<file path="src/tcm_pkg.sv">
// Shared constants for the triple channel monitor
package tcm_pkg;

   // Register indices on the plain register port
   localparam logic [7:0] ADDR_CONFIG    = 8'h00;
   localparam logic [7:0] ADDR_SHUNT1    = 8'h01;
   localparam logic [7:0] ADDR_LAST_RES  = 8'h06;
   localparam logic [7:0] ADDR_CRIT1     = 8'h07;
   localparam logic [7:0] ADDR_LAST_LIM  = 8'h0c;
   localparam logic [7:0] ADDR_SUM       = 8'h0d;
   localparam logic [7:0] ADDR_SUM_LIMIT = 8'h0e;
   localparam logic [7:0] ADDR_MASK_EN   = 8'h0f;
   localparam logic [7:0] ADDR_STATUS    = 8'h10;

   // Configuration fields
   localparam int         CFG_EN_LSB   = 12;
   localparam int         CFG_AVG_LSB  = 9;
   localparam logic [15:0] CFG_RESET   = 16'h7007;
   localparam logic [15:0] CFG_WMASK   = 16'h7e07;

   // Mask/enable fields
   localparam int         ME_SCC_LSB   = 12;
   localparam int         ME_SF_BIT    = 11;
   localparam int         ME_CF_LSB    = 8;
   localparam int         ME_WF_LSB    = 4;
   localparam int         ME_CONVERSION_READY_FLAG_BIT  = 0;

   // Result and limit layout
   localparam int         RES_LSB      = 3;
   localparam logic [15:0] LIMIT_RESET = 16'h7ff8;
   localparam logic [15:0] SUM_LIM_RESET = 16'h7ffe;
   localparam int         FRAC_BITS    = 10;

   // Timing
   localparam int         CLK_PERIOD_PS   = 5000;
   localparam int         RECOVERY_US     = 40;
   localparam int         SCL_TIMEOUT_MS  = 28;
   localparam int         RECOVERY_CYCLES =
      (RECOVERY_US * 1000000 + CLK_PERIOD_PS - 1) / CLK_PERIOD_PS;
   localparam int         SCL_TIMEOUT_CYCLES =
      (SCL_TIMEOUT_MS * 1000000) / CLK_PERIOD_PS * 1000;

   // Sequencer states
   typedef enum logic [2:0] {
      ST_DOWN,
      ST_RECOVER,
      ST_PICK,
      ST_CONV
   } seq_state_t;

endpackage

</file>
<file path="src/triple_channel_monitor_alerts.sv">
// Conversion sequencer, result registers and alert logic of the monitor
//
// The implementer's own choices: the register addresses and the address-and-strobe port.
`timescale 1ns/10ps
`default_nettype none

//Behaviour
//- Three-bit mode field selects measurements, applied alike to every channel.
//- Mode 111 converts each channel's shunt first, then its bus voltage.
//- Step to next enabled channel after each one; skip disabled channels always.
//- Continuous modes repeat the pass until a new configuration is written.
//- Single-shot codes 001/010/011 run one pass then power down.
//- Every configuration write is a fresh trigger, even with unchanged mode.
//- Result registers readable anytime; bus holds last completed conversion, shunt its average.
//- Conversion-ready flag sets once all conversions of the pass finish.
//- Ready flag clears on mask/enable read or non-power-down config write.
//- Power-down accepts register access and holds until an active mode.
//- Leaving power-down waits a 40 us recovery before converting.
//- Four alerts are open-drain, pulled low to assert; power-good is held low always, sequencing-check never.
//- Each shunt conversion compared to its critical limit; excess pulls critical low.
//- Critical limits reset to positive full scale.
//- Channel exceeding its critical limit sets its critical flag.
//- Selected shunt conversions (any of the three, one or more) summed into sum register.
//- Sum of two or three channels above sum limit pulls critical low and sets summation flag.
//- Shunt register holds average over chosen count, updated every conversion.
//- Averaged shunt above warning limit pulls warning low, sets warning flag.
//- Warning limits reset to positive full scale.
//- Bus result uses fixed 8 mV per bit, full scale 32.76 V.
//- Serial interface resets when clock line stays low beyond 28 ms.
module triple_channel_monitor_alerts #(
   parameter int RECOVERY_CYC    = tcm_pkg::RECOVERY_CYCLES,
   parameter int SCL_TIMEOUT_CYC = tcm_pkg::SCL_TIMEOUT_CYCLES
) (
   input  wire logic        i_core_clk,
   input  wire logic        i_rst_n,
   input  wire logic [7:0]  i_addr,
   input  wire logic [15:0] i_wdata,
   input  wire logic        i_wr,
   input  wire logic        i_rd,
   output logic      [15:0] o_rdata,
   output logic             o_adc_start,
   output logic             o_adc_abort,
   output logic      [1:0]  o_adc_channel,
   output logic             o_adc_bus_sel,
   input  wire logic        i_adc_done,
   input  wire logic [12:0] i_adc_data,
   input  wire logic        i_scl,
   output logic             o_serial_reset,
   output logic             o_critical_out,
   output logic             o_critical_oe_n,
   output logic             o_warning_out,
   output logic             o_warning_oe_n,
   output logic             o_power_good_output_out,
   output logic             o_power_good_output_oe_n,
   output logic             o_sequencing_check_output_out,
   output logic             o_sequencing_check_output_oe_n
);
   import tcm_pkg::*;

   // ****************************************
   // Declarations
   // ****************************************
   seq_state_t         state_q;
   logic [15:0]        config_q;
   logic [2:0]         summation_channel_select;
   logic               conversion_ready_flag;
   logic [2:0]         channel_critical_flags;
   logic [2:0]         channel_warning_flags;
   logic               summation_alert_flag;
   logic [15:0]        crit_lim_q [3];
   logic [15:0]        warn_lim_q [3];
   logic [15:0]        sum_lim_q;
   logic [15:0]        bus_res_q  [3];
   logic signed [12:0] raw_q      [3];
   logic signed [22:0] avg_q      [3];
   logic [1:0]         ch_q;
   logic               is_bus_q;
   logic [31:0]        rec_cnt_q;
   logic               pass_end;
   logic               cfg_wr;
   logic [2:0]         mode;
   logic [2:0]         chan_en;
   logic [3:0]         avg_shift;
   logic               conv_done;
   logic signed [22:0] avg_next;
   logic signed [14:0] sum_val;
   logic [15:0]        sum_reg;
   logic               sum_active;
   logic [15:0]        shunt_reg  [3];
   logic [1:0]         scl_sync_q;
   logic [31:0]        scl_cnt_q;

   assign cfg_wr    = i_wr && (i_addr == ADDR_CONFIG);
   assign mode      = config_q[2:0];
   assign chan_en   = config_q[CFG_EN_LSB +: 3];
   assign conv_done = (state_q == ST_CONV) && i_adc_done;
   assign pass_end  = (state_q == ST_PICK) && (ch_q == 2'd3);

   always_comb
   begin
      unique case (config_q[CFG_AVG_LSB +: 3])
         3'h0:    avg_shift = 4'h0;
         3'h1:    avg_shift = 4'h2;
         3'h2:    avg_shift = 4'h4;
         3'h3:    avg_shift = 4'h6;
         3'h4:    avg_shift = 4'h7;
         3'h5:    avg_shift = 4'h8;
         3'h6:    avg_shift = 4'h9;
         default: avg_shift = 4'ha;
      endcase
   end

   // ****************************************
   // Configuration and limit registers
   // ****************************************
   always_ff @(posedge i_core_clk)
   begin
      if (!i_rst_n)
      begin
         config_q                 <= CFG_RESET;
         summation_channel_select <= 3'h0;
         sum_lim_q                <= SUM_LIM_RESET;
         for (int i = 0; i < 3; i++)
         begin
            crit_lim_q[i] <= LIMIT_RESET;
            warn_lim_q[i] <= LIMIT_RESET;
         end
      end
      else if (i_wr)
      begin
         if (cfg_wr)
            config_q <= i_wdata & CFG_WMASK;
         if (i_addr == ADDR_MASK_EN)
            summation_channel_select <= i_wdata[ME_SCC_LSB +: 3];
         if (i_addr == ADDR_SUM_LIMIT)
            sum_lim_q <= {i_wdata[15:1], 1'b0};
         for (int i = 0; i < 3; i++)
         begin
            if (i_addr == ADDR_CRIT1 + 8'(2 * i))
               crit_lim_q[i] <= {i_wdata[15:RES_LSB], 3'h0};
            if (i_addr == ADDR_CRIT1 + 8'(2 * i + 1))
               warn_lim_q[i] <= {i_wdata[15:RES_LSB], 3'h0};
         end
      end
   end

   // ****************************************
   // Conversion sequencer
   // ****************************************
   always_ff @(posedge i_core_clk)
   begin
      if (!i_rst_n)
      begin
         state_q   <= ST_PICK;
         ch_q      <= 2'd0;
         is_bus_q  <= 1'b0;
         rec_cnt_q <= 32'h0;
      end
      else if (cfg_wr)
      begin
         // A new value aborts the pass and restarts at channel 1
         ch_q      <= 2'd0;
         rec_cnt_q <= 32'h0;
         if (i_wdata[1:0] == 2'b00)
            state_q <= ST_DOWN;
         else if (state_q == ST_DOWN || state_q == ST_RECOVER)
            state_q <= ST_RECOVER;
         else
            state_q <= ST_PICK;
      end
      else
      begin
         unique case (state_q)
            ST_DOWN:
               state_q <= ST_DOWN;
            ST_RECOVER:
            begin
               rec_cnt_q <= rec_cnt_q + 32'h1;
               if (rec_cnt_q >= 32'(RECOVERY_CYC - 1))
                  state_q <= ST_PICK;
            end
            ST_PICK:
            begin
               if (ch_q == 2'd3)
               begin
                  ch_q <= 2'd0;
                  state_q <= mode[2] ? ST_PICK : ST_DOWN;
               end
               else if (!chan_en[ch_q])
                  ch_q <= ch_q + 2'd1;
               else
               begin
                  is_bus_q <= !mode[0];
                  state_q  <= ST_CONV;
               end
            end
            ST_CONV:
            begin
               if (i_adc_done)
               begin
                  if (!is_bus_q && mode[1])
                  begin
                     is_bus_q <= 1'b1;
                     state_q  <= ST_CONV;
                  end
                  else
                  begin
                     ch_q    <= ch_q + 2'd1;
                     state_q <= ST_PICK;
                  end
               end
            end
            default:
               state_q <= ST_DOWN;
         endcase
      end
   end

   // Start pulse on entry to each conversion
   always_comb
   begin
      o_adc_start = 1'b0;
      if (!cfg_wr)
      begin
         if (state_q == ST_PICK && ch_q != 2'd3 && chan_en[ch_q])
            o_adc_start = 1'b1;
         if (conv_done && !is_bus_q && mode[1])
            o_adc_start = 1'b1;
      end
   end
   assign o_adc_abort   = cfg_wr && (state_q == ST_CONV);
   assign o_adc_channel = ch_q;
   assign o_adc_bus_sel = (state_q == ST_PICK) ? !mode[0] : (is_bus_q || conv_done);

   // ****************************************
   // Results, averaging and sum
   // ****************************************
   always_comb
   begin
      avg_next = 23'sh0;
      if (ch_q != 2'd3)
         avg_next = avg_q[ch_q] +
            (((23'($signed(i_adc_data)) <<< FRAC_BITS) - avg_q[ch_q]) >>> avg_shift);
   end

   always_ff @(posedge i_core_clk)
   begin
      if (!i_rst_n)
      begin
         for (int i = 0; i < 3; i++)
         begin
            raw_q[i]     <= 13'sh0;
            avg_q[i]     <= 23'sh0;
            bus_res_q[i] <= 16'h0;
         end
      end
      else if (conv_done && ch_q != 2'd3)
      begin
         if (is_bus_q)
            bus_res_q[ch_q] <= {i_adc_data, 3'h0};
         else
         begin
            raw_q[ch_q] <= $signed(i_adc_data);
            avg_q[ch_q] <= avg_next;
         end
      end
   end

   always_comb
   begin
      sum_val = 15'sh0;
      for (int i = 0; i < 3; i++)
      begin
         shunt_reg[i] = {avg_q[i][22:FRAC_BITS], 3'h0};
         if (summation_channel_select[i])
            sum_val = sum_val + 15'(raw_q[i]);
      end
   end
   assign sum_reg    = {sum_val, 1'b0};
   assign sum_active = (summation_channel_select == 3'b011) ||
                       (summation_channel_select == 3'b101) ||
                       (summation_channel_select == 3'b110) ||
                       (summation_channel_select == 3'b111);

   // ****************************************
   // Flags
   // ****************************************
   always_ff @(posedge i_core_clk)
   begin
      if (!i_rst_n)
      begin
         channel_critical_flags <= 3'h0;
         channel_warning_flags  <= 3'h0;
         summation_alert_flag   <= 1'b0;
      end
      else
      begin
         summation_alert_flag <= sum_active &&
            ($signed(sum_reg) > $signed(sum_lim_q));
         if (conv_done && !is_bus_q && ch_q != 2'd3)
         begin
            channel_critical_flags[ch_q] <=
               $signed({i_adc_data, 3'h0}) > $signed(crit_lim_q[ch_q]);
            channel_warning_flags[ch_q] <=
               $signed({avg_next[22:FRAC_BITS], 3'h0}) >
               $signed(warn_lim_q[ch_q]);
         end
      end
   end

   // Setting at pass end wins over a clear in the same cycle
   always_ff @(posedge i_core_clk)
   begin
      if (!i_rst_n)
         conversion_ready_flag <= 1'b0;
      else if (pass_end)
         conversion_ready_flag <= 1'b1;
      else if ((i_rd && i_addr == ADDR_MASK_EN) ||
               (cfg_wr && i_wdata[1:0] != 2'b00))
         conversion_ready_flag <= 1'b0;
   end

   // ****************************************
   // Open-drain alerts
   // ****************************************
   assign o_critical_out  = 1'b0;
   assign o_critical_oe_n = !(|channel_critical_flags || summation_alert_flag);
   assign o_warning_out   = 1'b0;
   assign o_warning_oe_n  = !(|channel_warning_flags);
   assign o_power_good_output_out       = 1'b0;
   assign o_power_good_output_oe_n      = 1'b0;
   assign o_sequencing_check_output_out = 1'b0;
   assign o_sequencing_check_output_oe_n = 1'b1;

   // ****************************************
   // Serial clock low timeout
   // ****************************************
   always_ff @(posedge i_core_clk)
   begin
      if (!i_rst_n)
         scl_sync_q <= 2'b11;
      else
         scl_sync_q <= {scl_sync_q[0], i_scl};
   end

   always_ff @(posedge i_core_clk)
   begin
      if (!i_rst_n)
      begin
         scl_cnt_q      <= 32'h0;
         o_serial_reset <= 1'b0;
      end
      else
      begin
         o_serial_reset <= 1'b0;
         if (scl_sync_q[1])
            scl_cnt_q <= 32'h0;
         else if (scl_cnt_q < 32'(SCL_TIMEOUT_CYC))
         begin
            scl_cnt_q <= scl_cnt_q + 32'h1;
            if (scl_cnt_q == 32'(SCL_TIMEOUT_CYC - 1))
               o_serial_reset <= 1'b1;
         end
      end
   end

   // ****************************************
   // Register read port
   // ****************************************
   always_ff @(posedge i_core_clk)
   begin
      if (!i_rst_n)
         o_rdata <= 16'h0;
      else if (i_rd)
      begin
         o_rdata <= 16'h0;
         if (i_addr == ADDR_CONFIG)
            o_rdata <= config_q;
         if (i_addr >= ADDR_SHUNT1 && i_addr <= ADDR_LAST_RES)
            o_rdata <= i_addr[0] ? shunt_reg[2'((i_addr - ADDR_SHUNT1) >> 1)]
                                 : bus_res_q[2'((i_addr - ADDR_SHUNT1) >> 1)];
         if (i_addr >= ADDR_CRIT1 && i_addr <= ADDR_LAST_LIM)
            o_rdata <= i_addr[0] ? crit_lim_q[2'((i_addr - ADDR_CRIT1) >> 1)]
                                 : warn_lim_q[2'((i_addr - ADDR_CRIT1) >> 1)];
         if (i_addr == ADDR_SUM)
            o_rdata <= sum_reg;
         if (i_addr == ADDR_SUM_LIMIT)
            o_rdata <= sum_lim_q;
         if (i_addr == ADDR_MASK_EN)
         begin
            o_rdata[ME_SCC_LSB +: 3] <= summation_channel_select;
            o_rdata[ME_SF_BIT]       <= summation_alert_flag;
            o_rdata[ME_CF_LSB +: 3]  <= channel_critical_flags;
            o_rdata[ME_WF_LSB +: 3]  <= channel_warning_flags;
            o_rdata[ME_CONVERSION_READY_FLAG_BIT]     <= conversion_ready_flag;
         end
         if (i_addr == ADDR_STATUS)
            o_rdata <= {13'h0, state_q == ST_DOWN, state_q == ST_RECOVER,
                        state_q == ST_CONV};
      end
   end

endmodule
`default_nettype wire

</file>
<file path="config.mk">
export PLATFORM = sky130hd
export DESIGN_NAME = triple_channel_monitor_alerts
export DESIGN_NICKNAME = d
export VERILOG_FILES = /design/src/tcm_pkg.sv /design/src/triple_channel_monitor_alerts.sv
export SDC_FILE = /design/constraint.sdc
export NUM_CORES = 1
export LEC_CHECK = 0
export ABC_AREA = 1
export BUFFER_PORTS_ARGS = -buffer_cell sky130_fd_sc_hd__buf_2
export CAP_MARGIN = 25
export CORE_MARGIN = 4
export CORE_UTILIZATION = 30
export CTS_CLUSTER_DIAMETER = 80
export DETAILED_ROUTE_END_ITERATION = 10
export PLACE_DENSITY = 0.53
export SLEW_MARGIN = 0
export SYNTH_ARGS = -nofsm -noshare
export SYNTH_HDL_FRONTEND = slang
export SYNTH_SLANG_ARGS = --single-unit
</file>
<file path="constraint.sdc">
create_clock -name i_core_clk -period 9.9 [get_ports i_core_clk]
set_input_delay 0.99 -clock i_core_clk [delete_from_list [all_inputs] [get_ports i_core_clk]]
set_output_delay 0.99 -clock i_core_clk [all_outputs]
set_load 0.1 [all_outputs]
</file>
======== After elaboration in Yosys (flattened, before gate mapping) ========
Memories as Yosys holds them, arrays and structs flattened. A register that Yosys moved wholly into a read port is not among the register bits.
Cells that the tools add are included.
storage, ports and cells
  bits in registers ....................... 124
  bits in writable memories ............... 225
  input bits .............................. 43
  output and inout port bits .............. 30
  logic and storage cells ................. 242
  memories ................................ 5
operators by class
  add/subtract/negate cells ............... 9
  magnitude comparators ................... 12
  equal/unequal tests ..................... 35
  shifts and indexed selects .............. 1
  muxes and demuxes ....................... 106
  bitwise operators ....................... 10
  reduce and logical (&&, ||, !) cells .... 49
memory list
  memory      depth  width  rd ports  clocked after Yosys merged registers in  wr ports  RTL line                             source
  avg_q       3      23     4         1                                        3         triple_channel_monitor_alerts.sv:75  logic signed [22:0] avg_q [3];
  bus_res_q   3      13     1         0                                        3         triple_channel_monitor_alerts.sv:73  logic [15:0] bus_res_q [3];
  crit_lim_q  3      13     2         1                                        3         triple_channel_monitor_alerts.sv:70  logic [15:0] crit_lim_q [3];
  raw_q       3      13     3         0                                        3         triple_channel_monitor_alerts.sv:74  logic signed [12:0] raw_q [3];
  warn_lim_q  3      13     2         1                                        3         triple_channel_monitor_alerts.sv:71  logic [15:0] warn_lim_q [3];
operator list
  kind                   number
  $mux 16                9
  $mux 13                8
  $add 32x1->32 const B  2
  $eq 8x4->1 const B     8
  $mux 15                4
  $mux 1                 51
  $gt 16x16->1           3
  $mux 23                2
  $bmux 16 s2            1
  $eq 32x23->1 const B   1
  $ge 32x13->1 const B   1
  $lt 32x23->1 const B   1
  $mux 2                 16
  $add 15x13->15         2
  $pmux 4 s7             1
  $reduce_or 13->1       2
  $add 23x23->23         1
  $reduce_or 23->1       1
  $sshr 23x4->23         1
  $sub 23x23->23         1
  $eq 3x3->1 const B     6
  $mux 3                 6
  $logic_and 1x1->1      17
  $eq 3x2->1 const B     5
  other kinds (40)       72

======== Logic depth before layout (Yosys ltp) ========
  depth after elaboration ................. 12
  mapped depth ............................ 44
  mapped depth without buffers ............ 42

======== Least setup slack after synthesis ========
OpenSTA, ideal clock, no wires.
  path kind ............................... reg2reg
  start ................................... register (tool-made name)
  end ..................................... register channel_warning_flags[0]
  library setup time ...................... 163 ps
  data arrival time ....................... 5,565 ps
  required time ........................... 9,737 ps
  slack ................................... 4,172 ps
  stages on the path, launching flop included .. 40
  buffers on the path ..................... 3
  period minus slack after synthesis ...... 5,728 ps
  path through ............................ dfxtp_1 > buf_2 > buf_2 > buf_1 > nand2_1 > a32oi_1 > inv_1 > ha_1 > a21oi_1 > inv_1 > a21oi_1 > inv_1 > a21oi_1 > nand3_1 > nand3_1 > nand3_1 > nand2_1 > nand2_1 > [... 4 more ...] > o21ai_0 > a21oi_1 > nor2_1 > nor2_1 > o21bai_1 > nand3_1 > nand2_1 > or2_2 > nand3_1 > inv_1 > ha_1 > a21oi_1 > o21ai_0 > a21oi_1 > nand2_1 > xor2_1 > o41ai_1 > o22ai_1
RTL lines
  what                             RTL line                              source
  to (signal, indexed assignment)  triple_channel_monitor_alerts.sv:304  channel_warning_flags[ch_q] <=
  to (decl)                        triple_channel_monitor_alerts.sv:68   logic [2:0] channel_warning_flags;

==> impl_metrics.tcl <==
set metrics [dict create \
    status "finished, final reports clean" \
    cts_setup_buffers 0 \
    p_clk_share_pct 23.4 \
    cts-root-buf "clkbuf_16" \
    ant_nets 0 \
    vias 21809 \
    port_buffers 66 \
    critPathMaxStageDelay_ps 580 \
    cp-end-kind "flop" \
    synth-edff-count 261 \
    grt_antenna_before_repair 0 \
    worstPathArrival_ps 7870 \
    first_global_vias 20515 \
    yosys_warnings 0 \
    cp_data_required_time_ps 10330 \
    hold_viol 0 \
    post_drt_wl_per_cell_um 18.50 \
    initial_utilization_pct 30.43 \
    seqCellArea_um2 10340 \
    drv_slew 0 \
    maxCapViolCount 0 \
    setup_violations 0 \
    track_usage_pct 18.27 \
    skew_ps 39.27 \
    place.gp.congestion 0.9173 \
    worst_pin_slew_ps 1012 \
    synthArstFlopShare_pct 0 \
    top_level_ports 73 \
    slowest_stage "clkinv_2" \
    dieArea_um2 85260 \
    post-route-min-period_ps 7439 \
    utilization_pct 34.16 \
    ys_ff_latch 386 \
    setup_tns_ps 0 \
    viasPerCell 5.029 \
    die_y_um 292 \
    clock_path_buffers 3 \
    grt_max_degree 63 \
    hold_class "reg -> reg" \
    synth_area_leader_cell "edfxtp_1" \
    drtIter0Drc 1580 \
    dp_hpwl_mm 58.78 \
    p_switching_w 0.003128 \
    relSlewSlack_pct 31.82 \
    final_cell_mix "nand2_1, nor2_1, inv_1, edfxtp_1, nand3_1" \
    critPathKind "reg -> reg" \
    die_w_um 292 \
    crit_fanout 54 \
    critPathLaunchType "flop" \
    fmax_mhz 134.4 \
    ys.flop_type "edfxtp_1" \
    multiInputGateArea_um2 12040 \
    n_antenna_cell 0 \
    p_per_area_nw_per_um2 259.1 \
    hold_buffers 0 \
    rsz0062_at_grt "false" \
    post-route-drc-count 0 \
    cts_tree "built" \
    ir_drop_v 0.0001675 \
    htreeDepth 2 \
    combPwrFrac_pct 48.1 \
    syn_inst 3193 \
    seq_power_share_pct 28.5 \
    power.leakage_nw 11.67 \
    core_area_um2 79520 \
    netlist_area_um2 24200 \
    clkLatencyLatePin_ps 580 \
    syn_avg_cell_area_um2 7.578 \
    p_sw_share_pct 44.43 \
    cts.reportedPaths.clkPinSlew_ps 60 \
    min_path_cells 1 \
    first_pass_iters 5 \
    nets 3412 \
    grt_pass1_wl_mm 122.1 \
    finalCritPeriodShare_pct 75.14 \
    areaGrowthSynthToFinish_pct 12.27 \
    grt-ovfl-total 0 \
    cp_common_cell "a21oi_1" \
    num_rows 103 \
    drive_gt1_share_pct 7.149 \
    r2r_cells 37 \
    cts_resized 0 \
    clock-sinks 386 \
    fillers 8483 \
    ys_top_cells_by_area "edfxtp_1, nand2_1, dfxtp_1" \
    synth_top_area_share_pct 32.39 \
    synth_cell_types 69 \
    final_common_cell "nand2_1" \
    p_int_w 0.003912 \
    routed_wl_mm 80.21 \
    cts_buffers 45 \
    seq_area_frac_synth_pct 42.73 \
]
## logic make-up after synthesis
| kind of cell | Yosys count | share of synthesized area [%] |
|---|---|---|
| buffers and inverters | 514 | 8.289 |
| AOI/OAI and AO/OA | 591 | 13.85 |
| other | 2 | 0.03104 |
| and+or+nand+nor | 1525 | 26.75 |
| xor gates and xnor gates | 50 | 1.872 |
| adders and majority gates | 118 | 6.184 |
| DFF | 386 | 42.73 |
| muxes | 7 | 0.2896 |
## metal layers
layer / wire, µm / global-route usage [%] / vias to the layer above
li1: - / - / 10815
met1: 36400 / 25.12 / 10265
met2: 35640 / 28.96 / 595
met3: 4898 / 2.723 / 134
met4: 3269 / 7.186 / 0
met5: 0 / 0 / -
## critical path: cells and delay by family (launching register included)
| kind | cells | cell delay [ps] |
|---|---|---|
| adders and majority gates | 3 | 1050 |
| xor gates and xnor gates | 1 | 130 |
| and+or+nand+nor | 14 | 1700 |
| DFF | 1 | 340 |
| AOI/OAI and AO/OA | 13 | 2590 |
| buffers and inverters | 6 | 1420 |
## power by group through the flow
| stage | Sequential, W | Combinational (W) | Clock, W |
|---|---|---|---|
| after floorplan | 0.00203 | 0.00245 | 0 |
| after global placement | 0.00204 | 0.00337 | 0 |
| after detailed placement | 0.00204 | 0.00336 | 0 |
| after CTS | 0.00201 | 0.00337 | 0.00168 |
| after global routing | 0.00202 | 0.00383 | 0.00175 |
| final | 0.00201 | 0.00338 | 0.00165 |
## worst paths after layout
check | start | to | slack [ps]
setup / recovery | flop | channel_warning_flags[1]$_SDFFE_PN0P_ | 2460
hold reg to reg | scl_sync_q[0]$_SDFF_PN1_ | scl_sync_q[1]$_SDFF_PN1_ | 420
setup reg to reg | flop | channel_warning_flags[1]$_SDFFE_PN0P_ | 2460
hold / removal | scl_sync_q[0]$_SDFF_PN1_ | scl_sync_q[1]$_SDFF_PN1_ | 420
## cell usage after synthesis, types with 3 or more instances
cell,number
nand2_2,12
and3_1,3
o21ai_1,9
ha_1,114
o2111ai_1,3
dfxtp_1,125
edfxtp_1,261
o21a_1,8
buf_1,8
inv_1,372
o31ai_1,8
a21o_1,6
nand3_1,258
or2_2,8
o311ai_0,5
o21bai_1,9
nor3_2,3
a32oi_1,13
o221ai_1,5
nor4_1,11
xor2_1,36
buf_6,3
mux2i_1,7
xnor2_1,12
inv_2,9
a31oi_1,16
and2_1,6
clkinv_1,8
nor2_1,434
nand4_1,36
buf_4,8
a21oi_1,234
clkbuf_1,87
o22ai_1,7
nand2_1,671
buf_2,18
o211ai_1,50
nor3_1,48
nor2_2,13
fa_1,3
a211oi_1,6
o21ai_0,201
nand3b_1,9
## registers in the layout (all words and copies together), names as in the netlist, 9 cells and up, named ones only
| name | count |
|---|---|
| avg_q | 92 |
| warn_lim_q | 39 |
| rec_cnt_q | 32 |
| o_rdata | 16 |
| raw_q | 39 |
| crit_lim_q | 39 |
| config_q | 9 |
| bus_res_q | 52 |
| scl_cnt_q | 32 |
| sum_lim_q | 15 |
## layout make-up
class	count	area share, %
tap	1050	4.836
timing repair buffer	96	2.086
clock inverter	23	0.7646
multi-input combinational	2333	44.32
clock buffer	59	4.523
inverter	390	5.393
sequential	386	38.08
## through the flow
step	hold slack [ps]	instance area (µm²)	instances	total power, W	setup slack, ps
after floorplan	392.5	24350	3233	0.004479	4172
after detailed placement	405.5	25710	4253	0.005396	2602
final	424.0	27170	4337	0.007040	2461
after global placement	394.4	25700	4252	0.005410	2594
after global routing	437.6	27170	4337	0.007602	1654
after CTS	419.9	27140	4335	0.007061	2586
Note: power is estimated with default switching activity, not from simulation.
